===== config.mk =====
export PLATFORM = sky130hd
export DESIGN_NAME = isp_port
export DESIGN_NICKNAME = d
export VERILOG_FILES = /design/src/shared/isp_pkg.sv /design/src/isp_port.sv /design/src/sync3.sv
export SDC_FILE = /design/constraint.sdc
export NUM_CORES = 1
export LEC_CHECK = 0
export BUFFER_PORTS_ARGS = -buffer_cell sky130_fd_sc_hd__buf_2
export CAP_MARGIN = 30
export CORE_MARGIN = 2
export CORE_UTILIZATION = 40
export CTS_CLUSTER_DIAMETER = 100
export DETAILED_ROUTE_END_ITERATION = 8
export SLEW_MARGIN = 40
export SYNTH_ARGS = -nofsm -noshare
export SYNTH_HDL_FRONTEND = slang
export SYNTH_SLANG_ARGS = --single-unit

===== constraint.sdc =====
create_clock -name clk -period 2.9 [get_ports clk]
set_clock_uncertainty 0.05 [all_clocks]
set_input_delay 0.725 -clock clk [delete_from_list [all_inputs] [get_ports clk]]
set_output_delay 0.725 -clock clk [all_outputs]
set_load 0.02 [all_outputs]

===== src/shared/isp_pkg.sv =====
/*
  Constants, opcodes and timing counts for the serial in-system programming port.
  Assumes a 10 MHz system clock; wait counts are derived from it.
*/
package isp_pkg;

  // ==========================================================
  // Clock and self-timed waits
  // ==========================================================
  localparam int unsigned CLK_PERIOD_NS = 100;           // System clock period
  localparam int unsigned FLASH_PAGE_WAIT_NS = 4500000;  // Flash page programming time
  localparam int unsigned EEPROM_BYTE_WAIT_NS = 9000000; // EEPROM byte programming time
  localparam int unsigned ERASE_WAIT_NS = 9000000;       // Chip erase time
  localparam int unsigned FLASH_PAGE_WAIT_CYC = (FLASH_PAGE_WAIT_NS + CLK_PERIOD_NS - 1) / CLK_PERIOD_NS;
  localparam int unsigned EEPROM_BYTE_WAIT_CYC = (EEPROM_BYTE_WAIT_NS + CLK_PERIOD_NS - 1) / CLK_PERIOD_NS;
  localparam int unsigned ERASE_WAIT_CYC = (ERASE_WAIT_NS + CLK_PERIOD_NS - 1) / CLK_PERIOD_NS;
  localparam int unsigned WAIT_W = 17;                   // Width of the busy counter

  // ==========================================================
  // Instruction framing
  // ==========================================================
  localparam logic [4:0] CNT_SYNCED = 5'h10;    // Bit count right after the enable word
  localparam logic [4:0] CNT_BYTE3_LAST = 5'h17; // Count before the last bit of byte three
  localparam logic [4:0] CNT_BYTE4_FIRST = 5'h18; // Count at the start of byte four
  localparam logic [4:0] CNT_LAST = 5'h1f;       // Count before the last bit of an instruction
  localparam int unsigned H_BIT = 3;             // High/low byte select in byte one

  // ==========================================================
  // Opcodes
  // ==========================================================
  localparam logic [7:0] OP_ENABLE_1 = 8'hac;   // Enable and erase, byte one
  localparam logic [7:0] OP_ENABLE_2 = 8'h53;   // Enable, byte two
  localparam logic [2:0] OP_ERASE_2 = 3'h4;     // Erase, top three bits of byte two
  localparam logic [7:0] H_MASK = 8'hf7;        // Clears the H bit before compare
  localparam logic [7:0] OP_RD_FLASH = 8'h20;   // Read program memory
  localparam logic [7:0] OP_LD_PAGE = 8'h40;    // Load page buffer
  localparam logic [7:0] OP_WR_PAGE = 8'h4c;    // Write page
  localparam logic [7:0] OP_RD_EE = 8'ha0;      // Read EEPROM
  localparam logic [7:0] OP_WR_EE = 8'hc0;      // Write EEPROM byte
  localparam logic [7:0] OP_POLL = 8'hf0;       // Poll busy flag
  localparam logic [7:0] BLANK_BYTE = 8'hff;    // Value read from a location being written

  // Pending self-timed operation
  typedef enum {PEND_NONE, PEND_FLASH, PEND_EEPROM, PEND_ERASE} pend_e;

endpackage : isp_pkg


===== src/isp_port.sv =====
/*
  Serial in-system programming port: framing, decode, self-timed busy and read-back.
  Assumes a memory controller that takes the strobes and answers reads one cycle later.
*/
`timescale 1ns/1ps
module isp_port import isp_pkg::*; #(
  parameter int unsigned FLASH_WAIT_CYC = FLASH_PAGE_WAIT_CYC, // Page programming cycles
  parameter int unsigned EEPROM_WAIT_CYC = EEPROM_BYTE_WAIT_CYC, // EEPROM byte cycles
  parameter int unsigned ERASE_CYC = ERASE_WAIT_CYC // Chip erase cycles
) (
  // Clock and reset
  input wire logic clk,
  input wire logic rst_n,
  // Serial link pins
  input wire logic reset_pin_n,
  input wire logic sck,
  input wire logic mosi,
  output logic miso,
  // Memory controller side
  output logic [15:0] nvm_addr,
  output logic nvm_hi,
  output logic [7:0] nvm_wdata,
  output logic nvm_pbuf_we,
  output logic nvm_page_we,
  output logic nvm_ee_we,
  output logic nvm_erase,
  output logic nvm_rd_flash,
  output logic nvm_rd_ee,
  input wire logic [7:0] nvm_rd_data,
  // Status
  output logic operation_pending_flag
);

  // ==========================================================
  // Pin synchronisers and edge detect
  // ==========================================================
  logic sck_s;    // Filtered SCK
  logic mosi_s;   // Filtered MOSI
  logic rstpin_s; // Filtered chip reset pin
  logic sck_q;    // SCK one cycle back
  logic isp_active; // Programming mode allowed while the pin is low
  logic rise;     // SCK rising edge
  logic fall;     // SCK falling edge

  sync3 #(.INIT(1'b0)) u_sync_sck (.clk(clk), .rst_n(rst_n), .async_in(sck), .stable(sck_s));
  sync3 #(.INIT(1'b0)) u_sync_mosi (.clk(clk), .rst_n(rst_n), .async_in(mosi), .stable(mosi_s));
  sync3 #(.INIT(1'b1)) u_sync_rst (.clk(clk), .rst_n(rst_n), .async_in(reset_pin_n), .stable(rstpin_s));

  // Previous SCK level
  always_ff @(posedge clk) begin
    if (!rst_n) begin
      sck_q <= 1'b0;
    end else begin
      sck_q <= sck_s;
    end
  end

  assign isp_active = ~rstpin_s;
  assign rise = isp_active & sck_s & ~sck_q;
  assign fall = isp_active & ~sck_s & sck_q;

  // ==========================================================
  // Receive shift register and framing
  // ==========================================================
  logic [31:0] sr;       // Received bits, newest in bit 0
  logic [4:0] cnt;       // Bit position within the instruction
  logic enabled;         // Byte synchronisation reached
  logic [31:0] next_sr;  // Shift register after this rise
  logic [7:0] b1_24;     // Byte one seen at the end of byte three
  logic [7:0] b1_32;     // Byte one seen at the end of byte four
  logic [7:0] b2_32;     // Byte two at the end of byte four
  logic [7:0] b3_32;     // Byte three at the end of byte four
  logic [7:0] b4_32;     // Byte four at the end of byte four
  logic done24;          // Third byte complete
  logic done32;          // Whole instruction complete

  assign next_sr = {sr[30:0], mosi_s};
  assign b1_24 = next_sr[23:16];
  assign b1_32 = next_sr[31:24];
  assign b2_32 = next_sr[23:16];
  assign b3_32 = next_sr[15:8];
  assign b4_32 = next_sr[7:0];
  assign done24 = rise & enabled & (cnt == CNT_BYTE3_LAST);
  assign done32 = rise & enabled & (cnt == CNT_LAST);

  // Shift, count and hunt for the enable word bit by bit
  always_ff @(posedge clk) begin
    if (!rst_n) begin
      sr <= 32'h0;
      cnt <= 5'h0;
      enabled <= 1'b0;
    end else if (!isp_active) begin
      sr <= 32'h0; // Stale bits must not complete a false enable word
      cnt <= 5'h0;
      enabled <= 1'b0;
    end else if (rise) begin
      sr <= next_sr;
      if (!enabled && next_sr[15:0] == {OP_ENABLE_1, OP_ENABLE_2}) begin
        enabled <= 1'b1;
        cnt <= CNT_SYNCED;
      end else begin
        cnt <= cnt + 5'h1;
      end
    end
  end

  // ==========================================================
  // Self-timed busy state
  // ==========================================================
  pend_e pend;                 // Operation in progress
  logic [WAIT_W-1:0] wait_cnt; // Cycles left
  logic [15:0] busy_addr;      // Address being programmed
  logic busy;                  // Any operation in progress

  assign busy = (pend != PEND_NONE);
  assign operation_pending_flag = busy;

  // Start on a write strobe, count down, then return idle
  always_ff @(posedge clk) begin
    if (!rst_n) begin
      pend <= PEND_NONE;
      wait_cnt <= '0;
      busy_addr <= 16'h0;
    end else begin
      case (pend)
        PEND_NONE: begin
          busy_addr <= nvm_addr;
          if (nvm_page_we) begin
            pend <= PEND_FLASH;
            wait_cnt <= WAIT_W'(FLASH_WAIT_CYC - 1);
          end else if (nvm_ee_we) begin
            pend <= PEND_EEPROM;
            wait_cnt <= WAIT_W'(EEPROM_WAIT_CYC - 1);
          end else if (nvm_erase) begin
            pend <= PEND_ERASE;
            wait_cnt <= WAIT_W'(ERASE_CYC - 1);
          end
        end
        default: begin
          if (wait_cnt == '0) begin
            pend <= PEND_NONE;
          end else begin
            wait_cnt <= wait_cnt - WAIT_W'(1);
          end
        end
      endcase
    end
  end

  // ==========================================================
  // Instruction decode and memory strobes
  // ==========================================================
  // Strobes are one-cycle pulses; page, EEPROM and erase writes are dropped while busy, page loads are not
  always_ff @(posedge clk) begin
    if (!rst_n) begin
      nvm_addr <= 16'h0;
      nvm_hi <= 1'b0;
      nvm_wdata <= 8'h0;
      nvm_pbuf_we <= 1'b0;
      nvm_page_we <= 1'b0;
      nvm_ee_we <= 1'b0;
      nvm_erase <= 1'b0;
      nvm_rd_flash <= 1'b0;
      nvm_rd_ee <= 1'b0;
    end else begin
      nvm_pbuf_we <= 1'b0;
      nvm_page_we <= 1'b0;
      nvm_ee_we <= 1'b0;
      nvm_erase <= 1'b0;
      nvm_rd_flash <= 1'b0;
      nvm_rd_ee <= 1'b0;
      if (done24) begin
        if ((b1_24 & H_MASK) == OP_RD_FLASH) begin
          nvm_rd_flash <= 1'b1;
          nvm_addr <= next_sr[15:0];
          nvm_hi <= b1_24[H_BIT];
        end else if (b1_24 == OP_RD_EE) begin
          nvm_rd_ee <= 1'b1;
          nvm_addr <= {4'h0, next_sr[11:0]};
        end
      end else if (done32) begin
        if ((b1_32 & H_MASK) == OP_LD_PAGE) begin
          nvm_pbuf_we <= 1'b1;
          nvm_addr <= {9'h0, b3_32[6:0]};
          nvm_hi <= b1_32[H_BIT];
          nvm_wdata <= b4_32;
        end else if (b1_32 == OP_WR_PAGE && !busy) begin
          nvm_page_we <= 1'b1;
          nvm_addr <= {b2_32, b3_32[7], 7'h00};
        end else if (b1_32 == OP_WR_EE && !busy) begin
          nvm_ee_we <= 1'b1;
          nvm_addr <= {4'h0, b2_32[3:0], b3_32};
          nvm_wdata <= b4_32;
        end else if (b1_32 == OP_ENABLE_1 && b2_32[7:5] == OP_ERASE_2 && !busy) begin
          nvm_erase <= 1'b1;
        end
      end
    end
  end

  // ==========================================================
  // Read-back capture
  // ==========================================================
  logic rd_cap;        // Memory data valid this cycle
  logic rd_was_flash;  // Captured read targets Flash
  logic [7:0] rd_byte; // Byte four to send
  logic [7:0] rd_value; // Masked memory data
  logic blank;         // Location is being programmed

  assign blank = (pend == PEND_ERASE)
    | (rd_was_flash & (pend == PEND_FLASH) & (nvm_addr[15:7] == busy_addr[15:7]))
    | (~rd_was_flash & (pend == PEND_EEPROM) & (nvm_addr == busy_addr));
  assign rd_value = blank ? BLANK_BYTE : nvm_rd_data;

  // Choose what byte four carries
  always_ff @(posedge clk) begin
    if (!rst_n) begin
      rd_cap <= 1'b0;
      rd_was_flash <= 1'b0;
      rd_byte <= 8'h0;
    end else begin
      rd_cap <= nvm_rd_flash | nvm_rd_ee;
      rd_was_flash <= nvm_rd_flash;
      if (done24) begin
        rd_byte <= (b1_24 == OP_POLL) ? {7'h0, busy} : next_sr[7:0];
      end else if (rd_cap) begin
        rd_byte <= rd_value;
      end
    end
  end

  // ==========================================================
  // Transmit on the falling edge
  // ==========================================================
  logic [7:0] tx;       // Remaining output bits
  logic [7:0] tx_load;  // Byte started at a boundary

  assign tx_load = (enabled && cnt == CNT_BYTE4_FIRST) ? rd_byte : sr[7:0];

  // MSB first, previous byte echoed unless byte four carries data
  always_ff @(posedge clk) begin
    if (!rst_n) begin
      miso <= 1'b0;
      tx <= 8'h0;
    end else if (!isp_active) begin
      miso <= 1'b0;
    end else if (fall) begin
      if (cnt[2:0] == 3'h0) begin
        miso <= tx_load[7];
        tx <= {tx_load[6:0], 1'b0};
      end else begin
        miso <= tx[7];
        tx <= {tx[6:0], 1'b0};
      end
    end
  end

  logic rd_msb; // Top bit of byte four
  assign rd_msb = rd_byte[7];
endmodule : isp_port


===== src/sync3.sv =====
/*
  Three-stage input synchroniser with agreement filter.
  Assumes the input is asynchronous to clk; output follows once stages two and three agree.
*/
`timescale 1ns/1ps
module sync3 #(
  parameter logic INIT = 1'b0 // Value held during reset
) (
  // Clock and reset
  input wire logic clk,
  input wire logic rst_n,
  // Asynchronous input
  input wire logic async_in,
  // Filtered level
  output logic stable
);

  logic [2:0] stage; // Shift stages, stage[0] first

  // Shift chain and agreement filter
  always_ff @(posedge clk) begin
    if (!rst_n) begin
      stage <= {3{INIT}};
      stable <= INIT;
    end else begin
      stage <= {stage[1:0], async_in};
      if (stage[1] == stage[2]) begin
        stable <= stage[2];
      end
    end
  end

endmodule : sync3

Word level (Yosys, flattened, before mapping). Cells that the tools add are included.

Add/sub/neg operators: 2. Multipliers: 0. Divide/modulo/power cells: 0. Order comparisons: 0. Equal/unequal tests: 25. Shift operators: 0. Muxes and demuxes: 38. Bitwise operators: 21. Reduce and logical (&&, ||, !) cells: 32.

Operator list (number): two-way mux 32 bit (5); two-way mux 16 bit (7); two-way mux 17 bit (5); two-way mux 8 bit (9); == test 32 x 3 -> 1 bit, second input constant (2); == test 32 x 2 -> 1 bit, second input constant (1); == test 8 bit, second input constant (4); logical NOT 32 bit (1); nonzero test 32 bit (1); logical NOT 17 bit (1); subtractor 17 x 1 -> 17 bit, second input constant (1); == test 16 bit (1); == test 16 bit, second input constant (1); == test 5 bit, second input constant (3); AND 1 bit (11); two-way mux 1 bit (11); AND reduction 2 bit (5); nonzero test 2 bit (5); == test 9 bit (1); == test 8 x 7 -> 1 bit, second input constant (1); == test 7 x 5 -> 1 bit, second input constant (1); == test 7 x 6 -> 1 bit, second input constant (1); inverter 1 bit (7); logical AND 1 bit (6); 19 further kinds (27).

Bits in registers: 165. Bits in latches: 0. Bits in writable memories: 0. Bits in read-only memories: 0. Input port bits: 13. Output and inout port bits: 33. Logic and storage cells: 145. Memories: 0.

Logic depth before layout (Yosys ltp).
Depth in word-level cells: 8. Depth in mapped cells: 9. Depth with buffers taken out: 7.

By module. From an unflattened synthesis, not the netlist that was laid out.

Cells, all modules: 723. Area, all modules: 6138.4 sq um.

Modules (own cells, without submodules): isp_port (instances 1, cells each 693, area an instance 5793.1 sq um, sequential area each 2442.3 sq um); sync3 at u_sync_mosi ... (instances 2, cells each 10, area an instance 116.4 sq um, sequential area each 80.1 sq um); sync3 at u_sync_rst (instances 1, cells each 10, area an instance 112.6 sq um, sequential area each 80.1 sq um).

Least setup slack after synthesis. No wires, ideal clock.

Kind: register to register. From: register wait_cnt[0]. To: register wait_cnt[10]. Library setup time: 119 ps. Data arrival time: 2188 ps. Data required time: 2731 ps. Path slack: 543 ps. Cell stages (with the launch flop): 9. Path buffers: 1. Clock period less this slack: 2357 ps. Cells stage by stage: dfxtp_1 inv_1 ha_1 or4b_2 or4_4 buf_6 a31oi_1 a41oi_1 o221a_1.

Word-level cells in the longest chain between the ends: 3. Elaborated cells on any way between the ends: 6. Classes of those cells: add/sub (1); eq/ne (1); mux (2); reduce/logical (2).

Ends and longest elaborated chain: from (decl) (RTL line isp_port.sv:111) `logic [WAIT_W-1:0] wait_cnt;`; from (signal assigned) (RTL line isp_port.sv:130) `wait_cnt <= WAIT_W'(FLASH_WAIT_CYC - 1);`; from (signal assigned) (RTL line isp_port.sv:133) `wait_cnt <= WAIT_W'(EEPROM_WAIT_CYC - 1);`; from (signal assigned) (RTL line isp_port.sv:136) `wait_cnt <= WAIT_W'(ERASE_CYC - 1);`; subtractor 17 x 1 -> 17 bit or logical NOT 17 bit (tied branches) (RTL line isp_port.sv:143, isp_port.sv:140); two-way mux 17 bit or != test 2 x 1 -> 1 bit (tied branches); two-way mux 17 bit or AND reduction 2 bit (tied branches).

Several ways; a longest one is shown, not always the timed one. The select of a mux whose other input is x is not followed. A chain may end at the register's enable or synchronous reset.

Worst setup path in the final report.
From: register wait_cnt[0]. To: register wait_cnt[11].

Same word-level chain as after synthesis.

==> tab_implementation.tex <==
\begin{tabular}{lr}
\hline
Metric & Value \\
\hline
\multicolumn{2}{l}{\textbf{Power}} \\
Power density normalized to cell area & 546.1 nW/um\^{}2 \\
Power, Total & approximately 4.0 mW \\
Leakage power of the design & 2.765 nW \\
Peak supply drop & roughly 0.42 mV \\
\multicolumn{2}{l}{\textbf{Cells and area}} \\
Layout cells sized above 1 & 0.1455 \\
Final-stage net count & approximately 800 \\
Antenna Cells & 0 \\
Most used cells in the layout excluding fill and tap cells & sky130\_fd\_sc\_hd\_\_nand2\_1 (139), sky130\_fd\_sc\_hd\_\_dfxtp\_1 (134), sky130\_fd\_sc\_hd\_\_a21oi\_1 (81), sky130\_fd\_sc\_hd\_\_nor2\_1 (49), sky130\_fd\_sc\_hd\_\_buf\_2 (45) \\
Number of filler cells placed in the layout & 1456 \\
Sequential cell area & 2683 sq um \\
Layout area overhead & 15.67\% \\
Most common library cell in the layout ignoring fill and taps & sky130\_fd\_sc\_hd\_\_nand2\_1 \\
Non-filler instance count after layout & 1008 \\
Area taken by multi-input logic gates & 3297 sq um \\
\multicolumn{2}{l}{\textbf{Timing}} \\
Rel. slew slack & 0.4974 \\
Transition time at the pin with the least slew margin & $\sim$0.75 ns \\
Min Tclk post-route & between 2 and 3 ns \\
Sum of negative setup slack & 0 ns \\
Total count of max-transition violations in the final report & 0 \\
Final setup violation count & 0 \\
Crit share post-route & 0.8884 \\
Unrepaired setup endpoints after global routing & false \\
Worst path setup slack after routing & 0.3237 ns \\
Peak clock frequency supported by timing & 388.2 MHz \\
Worst-case hold slack & 0.3610 ns \\
Number of hold violations in the final report & 0 \\
\multicolumn{2}{l}{\textbf{Global routing}} \\
Global-route total usage across every layer & 0.2031 \\
Pin count of the biggest net entering global routing & 50 \\
Global-route wire length before repair & 26.26 mm \\
Vias in the first global route & 5134 \\
Remaining global-route overflow & 0 \\
Initial antenna violation count & 0 \\
\multicolumn{2}{l}{\textbf{Floorplan}} \\
IO Count & 46 \\
Chip Height & 129.1 um \\
Core Area & 15260 sq um \\
Overall die width & 129.1 um \\
Number of rows created at floorplan & 45 \\
Initial Utilization & 0.4103 \\
Total Die Area & 16670 sq um \\
\multicolumn{2}{l}{\textbf{Synth}} \\
Mapped Avg Cell Area & 8.335 sq um \\
Fraction of synthesis flops using an asynchronous set or reset pin & 0 \\
Multiplexer share of the synthesized area & 0.05777 \\
Nets in the synthesized netlist & 769 \\
Fraction of the mapped netlist area in compound gates & 0.1797 \\
Main combinational cell family by area after synthesis & simple AND/OR/NAND/NOR gates \\
Post-Synth XOR/XNOR Area & 0.02938 \\
Count of flip-flops with a built-in enable after synthesis & 0 \\
Sequential-to-total area share from yosys stat & 0.4285 \\
Post-synthesis instance area & roughly 6300 sq um \\
Number of instances in the synthesized netlist & 751 \\
Syn. warnings & 0 \\
Seq cells post-synth & 134 \\
Unique masters post-synth & 63 \\
Adder-cell area share of the yosys netlist & 0.009994 \\
Ys flop type & sky130\_fd\_sc\_hd\_\_dfxtp\_1 \\
Simple logic cell fraction of the synthesized area & 0.2491 \\
\multicolumn{2}{l}{\textbf{Setup path}} \\
Startpoint types & flop \\
Category of the worst setup path capture point & flop \\
Startpoint of the worst register-to-register path & wait\_cnt[0] \\
Launch point of the critical path & wait\_cnt[0] \\
Data required time at the worst endpoint & 3.12 ns \\
Data arrival, critical path & $\sim$2.8 ns \\
Max Fanout on Critical Path & 11 \\
Category of the critical setup timing path & flop to flop \\
\multicolumn{2}{l}{\textbf{Drt}} \\
Remaining routing DRC violations & 0 \\
Routed wire length & 16.19 mm \\
Vias/cell & 5.450 \\
Per-cell routed wire length & 16.06 um \\
Count of antenna-violating nets left after detailed routing & 0 \\
Via count & between 5000 and 6000 \\
DRT iter0 DRCs & 491 \\
Number of optimization iterations in the first detailed-route pass & 5 \\
\multicolumn{2}{l}{\textbf{Run status}} \\
Result of the run & finished clean \\
\multicolumn{2}{l}{\textbf{CTS}} \\
Cell at the root of the clock tree & sky130\_fd\_sc\_hd\_\_clkbuf\_16 \\
CTS buffer count & 17 \\
CTS H-tree depth & 4 \\
Clk pin slew, worst setup/hold paths & 0.06 ns \\
\# clock sinks & 134 \\
Total of hold buffers inserted after clock tree synthesis & 0 \\
Number of setup buffers added after CTS & 0 \\
Clock latency reported for the late side of the worst-skew pair & 0.42 ns \\
Max Buffers Root-to-Sink & 2 \\
Clock tree from TritonCTS & yes \\
Total of cells resized after clock tree synthesis & 0 \\
\multicolumn{2}{l}{\textbf{Placement}} \\
Final weighted congestion in routability-driven placement & $\sim$0.92 \\
Instance count after placement with tap cells included & 977 \\
Post-placement setup slack & around 0.36 ns \\
Dpl hpwl & roughly 11 mm \\
Port Buf Inserts & 45 \\
\multicolumn{2}{l}{\textbf{Run}} \\
Max Cap Violations & 0 \\
\multicolumn{2}{l}{\textbf{Min path}} \\
Start point of the worst min-delay path & u\_sync\_rst.stage[0] \\
Worst min-delay path class & flop to flop \\
\hline
\end{tabular}
[final cells by class]
type | count | area share
clock buffers | 22 | 0.06826
multi-input cells | 555 | 0.4553
well taps | 211 | 0.03646
clock inverters | 9 | 0.01037
flip-flops and latches | 134 | 0.3705
inverters | 10 | 0.005184
repair buffers | 67 | 0.05391
[path summary, 6_finish.rpt]
kind,end,slack [ns],cells past startpoint
worst min-delay path,u_sync_rst.stage[1],0.36,1
worst max register to register,wait_cnt[11],0.32,7
worst max-delay path,wait_cnt[11],0.32,7
worst min register to register,u_sync_rst.stage[1],0.36,1
[sequential cells by signal (all words and copies together) (netlist names), 2 cells and up]
signal             count
nvm_addr              16
tx                     7
u_sync_mosi.stage      3
sr                    31
u_sync_rst.stage       3
cnt                    5
nvm_wdata              8
busy_addr             16
u_sync_sck.stage       3
rd_byte                8
wait_cnt              17
pend                   2
[report_power, final]
group / internal [mW] / switching [mW]
logic: 0.0139 / 0.0301
clock network: 1.28 / 0.784
registers: 1.85 / 0.00209
[synth_stat cells, types with 2 or more instances]
cell type,number,area [sq um]
sky130_fd_sc_hd__a211oi_1,15,112.6
sky130_fd_sc_hd__o41ai_1,2,17.52
sky130_fd_sc_hd__nor3_1,13,65.06
sky130_fd_sc_hd__inv_1,9,33.78
sky130_fd_sc_hd__mux2i_1,35,350.3
sky130_fd_sc_hd__a21o_1,8,60.06
sky130_fd_sc_hd__buf_2,3,15.01
sky130_fd_sc_hd__buf_6,5,56.30
sky130_fd_sc_hd__nand2_1,139,521.8
sky130_fd_sc_hd__a41oi_1,3,26.28
sky130_fd_sc_hd__o21ai_1,4,20.02
sky130_fd_sc_hd__nor2b_1,4,25.02
sky130_fd_sc_hd__or4_1,2,15.01
sky130_fd_sc_hd__or4_4,5,56.30
sky130_fd_sc_hd__nand4b_1,3,26.28
sky130_fd_sc_hd__nor4_1,9,56.30
sky130_fd_sc_hd__and4b_1,2,20.02
sky130_fd_sc_hd__clkbuf_1,41,153.9
sky130_fd_sc_hd__dfxtp_1,134,2683
sky130_fd_sc_hd__and2_1,10,62.56
sky130_fd_sc_hd__a22oi_1,8,60.06
sky130_fd_sc_hd__a21oi_1,81,405.4
sky130_fd_sc_hd__ha_1,5,62.56
sky130_fd_sc_hd__a221oi_1,9,78.83
sky130_fd_sc_hd__nand3_1,15,75.07
sky130_fd_sc_hd__o221a_1,2,22.52
sky130_fd_sc_hd__o211ai_1,3,22.52
sky130_fd_sc_hd__and3_1,13,81.33
sky130_fd_sc_hd__o21ai_0,27,135.1
sky130_fd_sc_hd__nand2b_1,16,100.1
sky130_fd_sc_hd__o31ai_1,3,22.52
sky130_fd_sc_hd__nor2_1,49,183.9
sky130_fd_sc_hd__nor4b_1,6,52.55
sky130_fd_sc_hd__or3_1,2,12.51
sky130_fd_sc_hd__xnor2_1,18,157.7
sky130_fd_sc_hd__nor3b_1,10,75.07
sky130_fd_sc_hd__a31oi_1,3,18.77
sky130_fd_sc_hd__xor2_1,3,26.28
sky130_fd_sc_hd__nand4_1,8,50.05
[through the flow]
stage,area [sq um],utilization
after global routing,7241,0.4745
final,7241,0.4745
after CTS,7238,0.4744
after detailed placement,6669,0.4371
after floorplan,6260,-
after global placement,6669,0.4371
[critical path: stages, from the launching register on]
cell and delay [ns]:
sky130_fd_sc_hd__dfxtp_1 0.34, sky130_fd_sc_hd__inv_1 0.11, sky130_fd_sc_hd__ha_1 0.15, sky130_fd_sc_hd__or4b_2 0.64, sky130_fd_sc_hd__or4_4 0.53, sky130_fd_sc_hd__o21ai_4 0.34, sky130_fd_sc_hd__or3_2 0.19, sky130_fd_sc_hd__a31oi_1 0.08
[metal layers]
| layer | vias to the layer above | GRT usage | wire [um] |
|---|---|---|---|
| met5 | - | 0 | 0 |
| met4 | 0 | 0.06586 | 248 |
| met3 | 17 | 0.05615 | 1062 |
| met2 | 176 | 0.3224 | 7528 |
| met1 | 2586 | 0.2692 | 7346 |
| li1 | 2715 | - | - |
[cell families after synthesis]
logic type                 after synthesis
AOI/OAI and AO/OA                      179
xor gates and xnor gates                21
adders and majority gates                5
buffers and inverters                   62
DFF                                    134
muxes                                   36
and+or+nand+nor                        314
No activity file was read; power rests on OpenSTA's default activity.
